$ cat src/afpp_defs.svh
// register offsets, reset values, masks and limits of the config bank
// assumes inclusion by bare name from the package and the bench
`ifndef AFPP_DEFS_SVH
`define AFPP_DEFS_SVH

// register indices; the byte address is four times the index
`define AFPP_IDX_AFE3      10'h106
`define AFPP_IDX_AFE4      10'h107
`define AFPP_IDX_VINT      10'h108
`define AFPP_IDX_VDIV      10'h109
`define AFPP_IDX_AINT      10'h10A
`define AFPP_IDX_ADIV      10'h10B
`define AFPP_IDX_VFR0      10'h10C
`define AFPP_IDX_VFR1      10'h10D
`define AFPP_IDX_VFR2      10'h10E
`define AFPP_IDX_VFR3      10'h10F
`define AFPP_IDX_AFR0      10'h110
`define AFPP_IDX_AFR1      10'h111
`define AFPP_IDX_AFR2      10'h112
`define AFPP_IDX_AFR3      10'h113
`define AFPP_IDX_PIN1      10'h114
`define AFPP_IDX_PIN2      10'h115
`define AFPP_IDX_PIN3      10'h116
`define AFPP_NREG          17

// reset values
`define AFPP_RST_AFE3      8'h04
`define AFPP_RST_AFE4      8'h07
`define AFPP_RST_VINT      8'h0F
`define AFPP_RST_VDIV      8'h04
`define AFPP_RST_AINT      8'h0A
`define AFPP_RST_ADIV      8'h10
`define AFPP_RST_VFR0      8'hFE
`define AFPP_RST_VFR1      8'hE2
`define AFPP_RST_VFR2      8'h2B
`define AFPP_RST_AFR0      8'h09
`define AFPP_RST_AFR1      8'hD7
`define AFPP_RST_AFR2      8'h98
`define AFPP_RST_ZERO      8'h00

// writable bits; the rest read as zero
`define AFPP_MASK_FULL     8'hFF
`define AFPP_MASK_AFE4     8'h0F
`define AFPP_MASK_COEF     8'h3F
`define AFPP_MASK_TOP      8'h01
`define AFPP_MASK_PIN3     8'h1F

// legal coefficient ranges and bus answers
`define AFPP_INT_MIN       6'h08
`define AFPP_INT_MAX       6'h3B
`define AFPP_DIV_MIN       6'h02
`define AFPP_DIV_MAX       6'h3F
`define AFPP_RESP_OKAY     2'h0
`define AFPP_RESP_SLVERR   2'h2
`endif

$ cat src/afpp_pkg.sv
// field layouts and bus-side state of the config bank
// assumes afpp_defs.svh is on the include path
package afpp_pkg;
  `include "afpp_defs.svh"

  // front-end filter, boost and clamp controls
  typedef struct packed {
    logic [2:0] filter_skip;
    logic [2:0] resistance_boost;
    logic [1:0] clamp_power;
  } afpp_afe3_t;

  // reference source; upper nibble reads zero
  typedef struct packed {
    logic [3:0] rsv;
    logic       ref_current_source;
    logic [2:0] trim;
  } afpp_afe4_t;

  // synthesiser coefficient byte
  typedef struct packed {
    logic [1:0] rsv;
    logic [5:0] coef;
  } afpp_coef_t;

  // control pad enables, msb first
  typedef struct packed {
    logic field;
    logic data_valid;
    logic ir_send;
    logic ir_receive;
    logic interrupt;
    logic select_clock;
    logic general1;
    logic general0;
  } afpp_pin1_t;

  // video and serial audio pad enables
  typedef struct packed {
    logic [3:0] audio;
    logic       pixel_clock;
    logic       video_bus;
    logic       vertical;
    logic       horizontal;
  } afpp_pin2_t;

  // codec link, pll clock and audio clock outputs
  typedef struct packed {
    logic [2:0] rsv;
    logic       link_in;
    logic       link_out;
    logic       pll_clock;
    logic       word_clock_out;
    logic       bit_clock_out;
  } afpp_pin3_t;

  // register slave state
  typedef struct packed {
    logic        aw_held;
    logic [11:0] awaddr;
    logic        w_held;
    logic [7:0]  wbyte;
    logic        wlane;
    logic        awready;
    logic        wready;
    logic        bvalid;
    logic [1:0]  bresp;
    logic        arready;
    logic        rvalid;
    logic [1:0]  rresp;
    logic [31:0] rdata;
    logic [30:0] vmul;
    logic [30:0] amul;
  } afpp_bus_t;
endpackage

$ cat src/afpp_rst_sync.sv
// reset release synchroniser
// assumes rst_n may drop at any time and rise asynchronously to mclk
`timescale 1ns/1ps
module afpp_rst_sync
  import afpp_pkg::*;
(
  input  wire logic mclk,
  input  wire logic rst_n,
  output logic      rst_sync_n
);
  typedef struct packed {
    logic [1:0] shift;
  } afpp_rsync_t;

  afpp_rsync_t s;
  afpp_rsync_t next_s;

  // shift ones in; only the second stage is read
  always_comb begin
    next_s       = s;
    next_s.shift = {s.shift[0], 1'b1};
  end

  // assert at once, release two edges later
  always_ff @(posedge mclk or negedge rst_n) begin
    if (!rst_n) begin
      s <= '0;
    end else begin
      s <= next_s;
    end
  end

  assign rst_sync_n = s.shift[1];
endmodule

$ cat src/afpp_cfg_reg.sv
// one byte of configuration storage with a writable-bit mask
// assumes the write strobe and data come from the same clock domain
`timescale 1ns/1ps
module afpp_cfg_reg
  import afpp_pkg::*;
#(
  parameter logic [7:0] RST  = 8'h00,
  parameter logic [7:0] MASK = 8'hFF
)(
  input  wire logic       mclk,
  input  wire logic       rst_n,
  input  wire logic       wr,
  input  wire logic [7:0] wdata,
  output logic      [7:0] q
);
  typedef struct packed {
    logic [7:0] value;
  } afpp_byte_t;

  afpp_byte_t s;
  afpp_byte_t next_s;

  // masked bits stay zero whatever software writes
  always_comb begin
    next_s = s;
    if (wr) begin
      next_s.value = wdata & MASK;
    end
  end

  always_ff @(posedge mclk or negedge rst_n) begin
    if (!rst_n) begin
      s.value <= RST & MASK;
    end else begin
      s <= next_s;
    end
  end

  assign q = s.value;
endmodule

$ cat src/afpp_regs_top.sv
// front-end, synthesiser and pad-enable configuration bank
// assumes an axi4-lite master on mclk; outputs feed analog and pad cells
`timescale 1ns/1ps

// Operation
// - set bit bypasses channel anti-alias filter
// - boost bits per channel, channel 1 resets on
// - clamp power for channels 3,2, reset off
// - reference current source, 1 on-chip resistor
// - integer coefficient 8..59, resets 0x0F/0x0A
// - post divide 2..63, resets 0x04/0x10
// - first fraction byte holds bits 7:0
// - second fraction byte holds bits 15:8
// - third fraction byte holds bits 23:16
// - fourth holds bit 24, rest zero
// - field and data-valid pad enables
// - infrared send and receive pad enables
// - interrupt and select/clock pad enables
// - general pads 1 and 0 enables
// - four serial audio pad enables
// - pixel clock and video bus enables
// - vertical and horizontal sync enables
// - codec link input and output pad enables
// - pll clock pad enable
// - audio clock out enables, reserved zero
module afpp_regs_top
  import afpp_pkg::*;
(
  input  wire logic        mclk,
  input  wire logic        rst_n,
  input  wire logic [11:0] awaddr,
  input  wire logic        awvalid,
  output logic             awready,
  input  wire logic [31:0] wdata,
  input  wire logic [3:0]  wstrb,
  input  wire logic        wvalid,
  output logic             wready,
  output logic      [1:0]  bresp,
  output logic             bvalid,
  input  wire logic        bready,
  input  wire logic [11:0] araddr,
  input  wire logic        arvalid,
  output logic             arready,
  output logic      [31:0] rdata,
  output logic      [1:0]  rresp,
  output logic             rvalid,
  input  wire logic        rready,
  output logic             filter_skip_chan3,
  output logic             filter_skip_chan2,
  output logic             filter_skip_chan1,
  output logic             resistance_boost_chan3,
  output logic             resistance_boost_chan2,
  output logic             resistance_boost_chan1,
  output logic             clamp_power_chan3,
  output logic             clamp_power_chan2,
  output logic             ref_current_source,
  output logic      [2:0]  ref_trim,
  output logic      [5:0]  video_synth_integer,
  output logic      [5:0]  video_synth_postdiv,
  output logic      [5:0]  second_synth_integer,
  output logic      [5:0]  second_synth_postdiv,
  output logic      [24:0] video_synth_fraction,
  output logic      [24:0] second_synth_fraction,
  output logic      [30:0] video_synth_multiplier,
  output logic      [30:0] second_synth_multiplier,
  output logic             field_pad_drive,
  output logic             data_valid_pad_drive,
  output logic             infrared_send_pad_drive,
  output logic             infrared_receive_pad_drive,
  output logic             interrupt_pad_drive,
  output logic             select_or_port_clock_pad_drive,
  output logic             general_pad1_drive,
  output logic             general_pad0_drive,
  output logic             audio_serial_out_pad_drive,
  output logic             audio_word_clock_in_pad_drive,
  output logic             audio_bit_clock_in_pad_drive,
  output logic             audio_serial_in_pad_drive,
  output logic             pixel_clock_pad_drive,
  output logic             video_bus_pad_drive,
  output logic             vertical_sync_pad_drive,
  output logic             horizontal_sync_pad_drive,
  output logic             codec_link_input_pads_drive,
  output logic             codec_link_output_pads_drive,
  output logic             pll_clock_pad_drive,
  output logic             audio_word_clock_out_pad_drive,
  output logic             audio_bit_clock_out_pad_drive
);
  localparam int NREG = `AFPP_NREG;

  // table order follows the index order
  localparam logic [7:0] RST_TBL [NREG] = '{
    `AFPP_RST_AFE3, `AFPP_RST_AFE4, `AFPP_RST_VINT, `AFPP_RST_VDIV,
    `AFPP_RST_AINT, `AFPP_RST_ADIV, `AFPP_RST_VFR0, `AFPP_RST_VFR1,
    `AFPP_RST_VFR2, `AFPP_RST_ZERO, `AFPP_RST_AFR0, `AFPP_RST_AFR1,
    `AFPP_RST_AFR2, `AFPP_RST_ZERO, `AFPP_RST_ZERO, `AFPP_RST_ZERO,
    `AFPP_RST_ZERO};
  localparam logic [7:0] MASK_TBL [NREG] = '{
    `AFPP_MASK_FULL, `AFPP_MASK_AFE4, `AFPP_MASK_COEF, `AFPP_MASK_COEF,
    `AFPP_MASK_COEF, `AFPP_MASK_COEF, `AFPP_MASK_FULL, `AFPP_MASK_FULL,
    `AFPP_MASK_FULL, `AFPP_MASK_TOP, `AFPP_MASK_FULL, `AFPP_MASK_FULL,
    `AFPP_MASK_FULL, `AFPP_MASK_TOP, `AFPP_MASK_FULL, `AFPP_MASK_FULL,
    `AFPP_MASK_PIN3};

  // slot numbers relative to the first index
  localparam logic [9:0] BASE = `AFPP_IDX_AFE3;
  localparam logic [4:0] S_AFE3 = 5'(`AFPP_IDX_AFE3 - `AFPP_IDX_AFE3);
  localparam logic [4:0] S_AFE4 = 5'(`AFPP_IDX_AFE4 - `AFPP_IDX_AFE3);
  localparam logic [4:0] S_VINT = 5'(`AFPP_IDX_VINT - `AFPP_IDX_AFE3);
  localparam logic [4:0] S_VDIV = 5'(`AFPP_IDX_VDIV - `AFPP_IDX_AFE3);
  localparam logic [4:0] S_AINT = 5'(`AFPP_IDX_AINT - `AFPP_IDX_AFE3);
  localparam logic [4:0] S_ADIV = 5'(`AFPP_IDX_ADIV - `AFPP_IDX_AFE3);
  localparam logic [4:0] S_VFR0 = 5'(`AFPP_IDX_VFR0 - `AFPP_IDX_AFE3);
  localparam logic [4:0] S_VFR1 = 5'(`AFPP_IDX_VFR1 - `AFPP_IDX_AFE3);
  localparam logic [4:0] S_VFR2 = 5'(`AFPP_IDX_VFR2 - `AFPP_IDX_AFE3);
  localparam logic [4:0] S_VFR3 = 5'(`AFPP_IDX_VFR3 - `AFPP_IDX_AFE3);
  localparam logic [4:0] S_AFR0 = 5'(`AFPP_IDX_AFR0 - `AFPP_IDX_AFE3);
  localparam logic [4:0] S_AFR1 = 5'(`AFPP_IDX_AFR1 - `AFPP_IDX_AFE3);
  localparam logic [4:0] S_AFR2 = 5'(`AFPP_IDX_AFR2 - `AFPP_IDX_AFE3);
  localparam logic [4:0] S_AFR3 = 5'(`AFPP_IDX_AFR3 - `AFPP_IDX_AFE3);
  localparam logic [4:0] S_PIN1 = 5'(`AFPP_IDX_PIN1 - `AFPP_IDX_AFE3);
  localparam logic [4:0] S_PIN2 = 5'(`AFPP_IDX_PIN2 - `AFPP_IDX_AFE3);
  localparam logic [4:0] S_PIN3 = 5'(`AFPP_IDX_PIN3 - `AFPP_IDX_AFE3);

  logic             rst_sync_n;
  afpp_bus_t        s;
  afpp_bus_t        next_s;
  logic [7:0]       cfg_q [NREG];
  logic [NREG-1:0]  wr_en;
  logic             do_wr;
  logic             wr_hit;
  logic             rd_hit;
  logic [4:0]       wr_slot;
  logic [4:0]       rd_slot;
  logic             wr_legal;
  afpp_afe3_t       afe3;
  afpp_afe4_t       afe4;
  afpp_coef_t       vint;
  afpp_coef_t       vdiv;
  afpp_coef_t       aint;
  afpp_coef_t       adiv;
  afpp_pin1_t       pin1;
  afpp_pin2_t       pin2;
  afpp_pin3_t       pin3;
  afpp_coef_t       wcoef;

  afpp_rst_sync u_rst (
    .mclk       (mclk),
    .rst_n      (rst_n),
    .rst_sync_n (rst_sync_n)
  );

  // decode a byte address into a slot of the bank
  function automatic logic [10:0] afpp_decode(input logic [11:0] a);
    logic [9:0] idx;
    logic [9:0] off;
    idx = a[11:2];
    off = idx - BASE;
    afpp_decode = {(idx >= BASE) && (off < 10'(NREG)), off};
  endfunction

  // reserved bits are masked off, so careless writes read back zero
  generate
    for (genvar i = 0; i < NREG; i++) begin : g_reg
      afpp_cfg_reg #(
        .RST  (RST_TBL[i]),
        .MASK (MASK_TBL[i])
      ) u_reg (
        .mclk  (mclk),
        .rst_n (rst_sync_n),
        .wr    (wr_en[i]),
        .wdata (s.wbyte),
        .q     (cfg_q[i])
      );
    end
  endgenerate

  // write commits once both halves are held and no answer is pending
  always_comb begin
    logic [10:0] wd;
    logic [10:0] rd;
    wd       = afpp_decode(s.awaddr);
    rd       = afpp_decode(araddr);
    wr_hit   = wd[10];
    wr_slot  = wd[4:0];
    rd_hit   = rd[10];
    rd_slot  = rd[4:0];
    do_wr    = s.aw_held && s.w_held && !s.bvalid;
    wcoef    = afpp_coef_t'(s.wbyte);
    wr_legal = 1'b1;
    // out-of-range coefficients are dropped so the loop never sees them
    if (wr_slot == S_VINT || wr_slot == S_AINT) begin
      wr_legal = wcoef.coef >= `AFPP_INT_MIN &&
                 wcoef.coef <= `AFPP_INT_MAX;
    end
    if (wr_slot == S_VDIV || wr_slot == S_ADIV) begin
      wr_legal = wcoef.coef >= `AFPP_DIV_MIN &&
                 wcoef.coef <= `AFPP_DIV_MAX;
    end
    for (int i = 0; i < NREG; i++) begin
      wr_en[i] = do_wr && wr_hit && s.wlane && wr_legal &&
                 wr_slot == 5'(i);
    end
  end

  // field views of the stored bytes
  assign afe3 = afpp_afe3_t'(cfg_q[S_AFE3]);
  assign afe4 = afpp_afe4_t'(cfg_q[S_AFE4]);
  assign vint = afpp_coef_t'(cfg_q[S_VINT]);
  assign vdiv = afpp_coef_t'(cfg_q[S_VDIV]);
  assign aint = afpp_coef_t'(cfg_q[S_AINT]);
  assign adiv = afpp_coef_t'(cfg_q[S_ADIV]);
  assign pin1 = afpp_pin1_t'(cfg_q[S_PIN1]);
  assign pin2 = afpp_pin2_t'(cfg_q[S_PIN2]);
  assign pin3 = afpp_pin3_t'(cfg_q[S_PIN3]);

  // bus channel handling
  always_comb begin
    next_s = s;
    if (awvalid && s.awready) begin
      next_s.aw_held = 1'b1;
      next_s.awaddr  = awaddr;
    end
    if (wvalid && s.wready) begin
      next_s.w_held = 1'b1;
      next_s.wbyte  = wdata[7:0];
      next_s.wlane  = wstrb[0];
    end
    if (do_wr) begin
      next_s.aw_held = 1'b0;
      next_s.w_held  = 1'b0;
      next_s.bvalid  = 1'b1;
      next_s.bresp   = wr_hit ? `AFPP_RESP_OKAY : `AFPP_RESP_SLVERR;
    end else if (s.bvalid && bready) begin
      next_s.bvalid = 1'b0;
    end
    // each half is refused while held or while the answer waits
    next_s.awready = !next_s.aw_held && !next_s.bvalid;
    next_s.wready  = !next_s.w_held && !next_s.bvalid;
    if (arvalid && s.arready) begin
      next_s.rvalid = 1'b1;
      next_s.rresp  = rd_hit ? `AFPP_RESP_OKAY : `AFPP_RESP_SLVERR;
      next_s.rdata  = rd_hit ? {24'h000000, cfg_q[rd_slot]} : 32'h00000000;
    end else if (s.rvalid && rready) begin
      next_s.rvalid = 1'b0;
    end
    next_s.arready = !next_s.rvalid;
    // fixed point 6.25: integer above, fraction below
    next_s.vmul = {vint.coef, video_synth_fraction};
    next_s.amul = {aint.coef, second_synth_fraction};
  end

  always_ff @(posedge mclk or negedge rst_sync_n) begin
    if (!rst_sync_n) begin
      s <= '0;
    end else begin
      s <= next_s;
    end
  end

  // bus answers
  assign awready = s.awready;
  assign wready  = s.wready;
  assign bvalid  = s.bvalid;
  assign bresp   = s.bresp;
  assign arready = s.arready;
  assign rvalid  = s.rvalid;
  assign rresp   = s.rresp;
  assign rdata   = s.rdata;

  // front-end controls
  assign filter_skip_chan3      = afe3.filter_skip[2];
  assign filter_skip_chan2      = afe3.filter_skip[1];
  assign filter_skip_chan1      = afe3.filter_skip[0];
  assign resistance_boost_chan3 = afe3.resistance_boost[2];
  assign resistance_boost_chan2 = afe3.resistance_boost[1];
  assign resistance_boost_chan1 = afe3.resistance_boost[0];
  assign clamp_power_chan3      = afe3.clamp_power[1];
  assign clamp_power_chan2      = afe3.clamp_power[0];
  assign ref_current_source     = afe4.ref_current_source;
  assign ref_trim               = afe4.trim; // upper nibble masked

  // synthesiser coefficients
  assign video_synth_integer  = vint.coef;
  assign second_synth_integer = aint.coef;
  assign video_synth_postdiv  = vdiv.coef;
  assign second_synth_postdiv = adiv.coef;
  // top byte carries one bit; the others are masked to zero
  assign video_synth_fraction = {cfg_q[S_VFR3][0],
                                 cfg_q[S_VFR2],
                                 cfg_q[S_VFR1],
                                 cfg_q[S_VFR0]};
  assign second_synth_fraction = {cfg_q[S_AFR3][0],
                                  cfg_q[S_AFR2],
                                  cfg_q[S_AFR1],
                                  cfg_q[S_AFR0]};
  assign video_synth_multiplier  = s.vmul;
  assign second_synth_multiplier = s.amul;

  // pad cells tri-state whenever an enable reads zero
  assign field_pad_drive                = pin1.field;
  assign data_valid_pad_drive           = pin1.data_valid;
  assign infrared_send_pad_drive        = pin1.ir_send;
  assign infrared_receive_pad_drive     = pin1.ir_receive;
  assign interrupt_pad_drive            = pin1.interrupt;
  assign select_or_port_clock_pad_drive = pin1.select_clock;
  assign general_pad1_drive             = pin1.general1;
  assign general_pad0_drive             = pin1.general0;
  assign audio_serial_out_pad_drive     = pin2.audio[3];
  assign audio_word_clock_in_pad_drive  = pin2.audio[2];
  assign audio_bit_clock_in_pad_drive   = pin2.audio[1];
  assign audio_serial_in_pad_drive      = pin2.audio[0];
  assign pixel_clock_pad_drive          = pin2.pixel_clock;
  assign video_bus_pad_drive            = pin2.video_bus;
  assign vertical_sync_pad_drive        = pin2.vertical;
  assign horizontal_sync_pad_drive      = pin2.horizontal;
  assign codec_link_input_pads_drive    = pin3.link_in;
  assign codec_link_output_pads_drive   = pin3.link_out;
  assign pll_clock_pad_drive            = pin3.pll_clock;
  assign audio_word_clock_out_pad_drive = pin3.word_clock_out;
  assign audio_bit_clock_out_pad_drive  = pin3.bit_clock_out;
endmodule

$ cat config.mk
export PLATFORM = sky130hd
export DESIGN_NAME = afpp_regs_top
export DESIGN_NICKNAME = d
export VERILOG_FILES = /design/src/afpp_pkg.sv /design/src/afpp_rst_sync.sv /design/src/afpp_cfg_reg.sv /design/src/afpp_regs_top.sv
export VERILOG_INCLUDE_DIRS = /design/src
export SDC_FILE = /design/constraint.sdc
export NUM_CORES = 1
export LEC_CHECK = 0
export ABC_AREA = 1
export BUFFER_PORTS_ARGS = -buffer_cell sky130_fd_sc_hd__buf_2
export CORE_ASPECT_RATIO = 1.1
export CORE_MARGIN = 2
export CORE_UTILIZATION = 54
export CTS_BUF_LIST = sky130_fd_sc_hd__clkbuf_8
export CTS_CLUSTER_DIAMETER = 30
export DETAILED_ROUTE_END_ITERATION = 7
export PLACE_DENSITY = 0.82
export SYNTH_ARGS = -nofsm -noshare
export SYNTH_HDL_FRONTEND = slang
export SYNTH_SLANG_ARGS = --single-unit
$ cat constraint.sdc
create_clock -name mclk -period 7.7 [get_ports mclk]
set_clock_uncertainty 0.05 [all_clocks]
set_input_delay 1.54 -clock mclk [delete_from_list [all_inputs] [get_ports mclk]]
set_output_delay 1.54 -clock mclk [all_outputs]
set_load 0.02 [all_outputs]
==> metrics.md <==
| Metric | Value |
|---|---|
| Adder and majority gate portion of the synthesized area | 0.2540% |
| Mapped Area | 0.009853 mm² |
| Core box area | 0.01780 mm² |
| Clock Path Buffers | 3 |
| Static Leak | 5.645 nW |
| Worst Setup Start Kind | primary input |
| Num rows | 51 |
| Reg clk slew, reported paths | 60 ps |
| GR Overflow Total | 0 |
| Ant diodes | 0 |
| Most frequent cell after synthesis | nand2_1 |
| Fraction of layout cells with a size suffix above 1 | 31.61% |
| Crit Path Class | in -> reg |
| Register bit total from synthesis | 207 |
| CP arrival | 4420 ps |
| Unrepaired setup endpoints after global routing | no |
| Maximum vdd drop | 0.0002315 V |
| Total CTS buffers | 39 |
| Top_reg_cell synth | dfrtp_1 |
| Worst min path class | reg -> async |
| CTS resizes | 0 |
| H-tree depth | 2 |
| Xor and xnor fraction of the mapped netlist area | 0.08889% |
| Vias in the first global route | 6,923 |
| Dpl cells | 1,345 |
| CP peak stage delay | 770 ps |
| Max cap viols | 0 |
| Post-synthesis sequential area ratio | 53.05% |
| Detailed Place HPWL | 16,410 µm |
| Most instantiated cells after synthesis | nand2_1 (235), dfrtp_1 (169), buf_4 (161), o21ai_0 (130), nor2_1 (80) |
| Filler Cell Count | 1,498 |
| Fin crit period | 4014 ps |
| WP data required | 8110 ps |
| Drt drc | 0 |
| Post-CTS Setup Inserts | 0 |
| Final Max Slew Viols | 0 |
| Gate Count Post-Synth | 1,059 |
| Fin cells | 1,415 |
| Synth-to-layout area growth | 10.04% |
| CP top delay family | simple AND/OR/NAND/NOR gates |
| Cell Pwr Density | 276.9 mW/mm² |
| Root Driver | clkbuf_8 |
| Avg Cell Area, Syn | 9.304 µm² |
| First-pass GRT wire length | 37,680 µm |
| ANT nets after route | 0 |
| Netlist cell types | 41 |
| GRT Util Overall | 24.74% |
| WL final | 23,830 µm |
| CP Cell Sequence | buf_2 > clkinv_1 > nor2_1 > inv_1 > o21ai_0 > nand4_1 > nor2_1 > nand2_1 > nand2_1 |
| Final hold violations | 0 |
| Die width | 132.8 µm |
| Clock insertion delay at the later pin of the skew report | 520 ps |
| Synth top area cells | dfrtp_1 (43%), buf_4 (12%), dfstp_2 (10%), nand2_1 (9.0%), o21ai_0 (6.6%) |
| Proportion of synthesized area in mux cells | 0.3048% |
| Setup TNS | 0 ps |
| CTS tree | yes |
| Synth Area in Compound Gates | 11.21% |
| Yosys warns | 0 |
| Post-synth top area share | 42.92% |
| Worst Tran Pin Value | 1029 ps |
| Clock sinks | 207 |
| GP Congestion | 0.9404 |
| DR vias | 7,279 |
| # setup viols final | 0 |
| Layout Nets | 1,217 |
| Pre-Repair DR Iteration Count | 5 |
| EDFF count, synth | 0 |
| Starting Density | 55.34% |
| Die Ht | 145.7 µm |
| Simple-gate portion of the synthesized area | 18.54% |
| Largest area contributor in the netlist | dfrtp_1 |
| Initial DRC count | 644 |
| Slowest CP cell | nor2_1 |
| Async S/R FF share, synth | 100.0% |
| WL/cell | 16.84 µm |
| Main combinational cell family by area after synthesis | simple AND/OR/NAND/NOR gates |
| Max frequency | 249.1 MHz |
| Largest net degree at the start of global routing | 176 |
| Crit-path max FO | 19 |
| Initial antenna violation count | 0 |
| Rel. slew slack | 31.37% |
| Worst Path Buf+Inv | 3 |
| I/O Buffers | 219 |
| Status | finished clean |
| IO Count | 277 |
| Vias/cell | 5.144 |
| Nature of the critical path endpoint | flip-flop |
| CTS Hold Bufs | 0 |
| Final period utilization | 52.13% |
| Die area | 0.01934 mm² |
sequential cells by signal, summed over array words and instances, names as in the netlist:
| register | flops |
|---|---|
| arready | 1 |
| awready | 1 |
| bresp | 1 |
| bvalid | 1 |
| g.u_reg.q | 107 |
| rdata | 8 |
| rresp | 1 |
| rvalid | 1 |
| s | 13 |
| second_synth_multiplier | 31 |
| u_rst.s | 2 |
| video_synth_multiplier | 31 |
| wcoef | 8 |
| wready | 1 |
layout make-up:
cell class | count | area [µm²] | area share, %
Multi-Input combinational cell | 622 | 3097 | 28.56
Inverter | 57 | 216.5 | 1.996
Tap cell | 238 | 297.8 | 2.746
Clock buffer | 45 | 619.3 | 5.712
Timing Repair Buffer | 221 | 1124 | 10.36
Clock inverter | 25 | 257.7 | 2.377
Sequential cell | 207 | 5231 | 48.25
worst paths after layout:
path / slack [ps] / startpoint / end / depth (start not counted)
min in group mclk: 300 / u_rst.s[0] / u_rst.s[1] / 0
min reg2reg: 210 / u_rst.s[1] / video_synth_multiplier[25] / 0
min: 210 / u_rst.s[1] / video_synth_multiplier[25] / 0
max reg2reg: 4910 / s[116] / g_reg[15].u_reg.q[1] / 11
max in group asynchronous: 6070 / u_rst.s[1] / video_synth_multiplier[20] / 1
max: 3690 / araddr[3] / rdata[2] / 9
kinds of logic after synthesis:
group / after synthesis
DFF: 207
other: 2
AOI/OAI and AO/OA: 198
muxes: 3
adders and majority gates: 2
xor gates and xnor gates: 1
buffers and inverters: 255
and+or+nand+nor: 391
power by group:
part           switching (mW)  leakage, nW  total, mW  internal [mW]
registers              0.0563         2.67       1.23           1.17
clock network           0.460        0.469       1.17          0.708
logic                   0.473         2.50      0.607          0.134
total                   0.989         5.64       3.00           2.01
metal layers:
layer / global-route usage [%] / wire length [µm] / part of all wire [%] / vias up
met5: 0 / 0 / 0 / -
met4: 9.086 / 801 / 3.4 / 0
met3: 5.956 / 1932 / 8.1 / 64
met2: 40.39 / 11460 / 48 / 331
met1: 32.28 / 9638 / 40 / 3449
li1: - / - / - / 3435
cell usage in the layout (no fill, tap or decap), types with 4 or more instances in the layout:
cell,instances
a21oi_1,8
buf_2,219
bufinv_16,5
clkbuf_8,45
clkinv_2,6
clkinvlp_4,4
conb_1,27
dfrtp_1,168
dfstp_2,38
inv_1,59
nand2_1,235
nand3_1,37
nand3_4,16
nand4_1,6
nor2_1,80
o211ai_1,9
o21ai_0,130
o21ai_1,23
o21ai_2,18
metrics by stage:
step | hold WS (ps) | power, mW | worst slack (ps) | area (µm²) | utilization, %
2_1_floorplan | 281.2 | 1.686 | 1521 | 9947 | -
3_5_place_dp | 225.6 | 1.840 | 3225 | 9966 | 55.98
6_report | 209.1 | 3.002 | 3686 | 10840 | 60.90
3_3_place_gp | 222.8 | 1.824 | 3224 | 9966 | 55.98
4_1_cts | 229.9 | 3.019 | 3758 | 10840 | 60.90
5_1_grt | 256.0 | 3.158 | 3417 | 10840 | 60.90
worst reg2reg max path: stages, from the launching register on:
cell	delay, ps
dfrtp_1	460
ha_1	350
inv_1	100
nand3_1	130
nor2_1	210
nor2_2	70
nor2_4	100
nand3_4	110
nor2_8	470
nand3_4	300
nand2_1	150
o21ai_0	130
(Power assumes the default switching activity.)
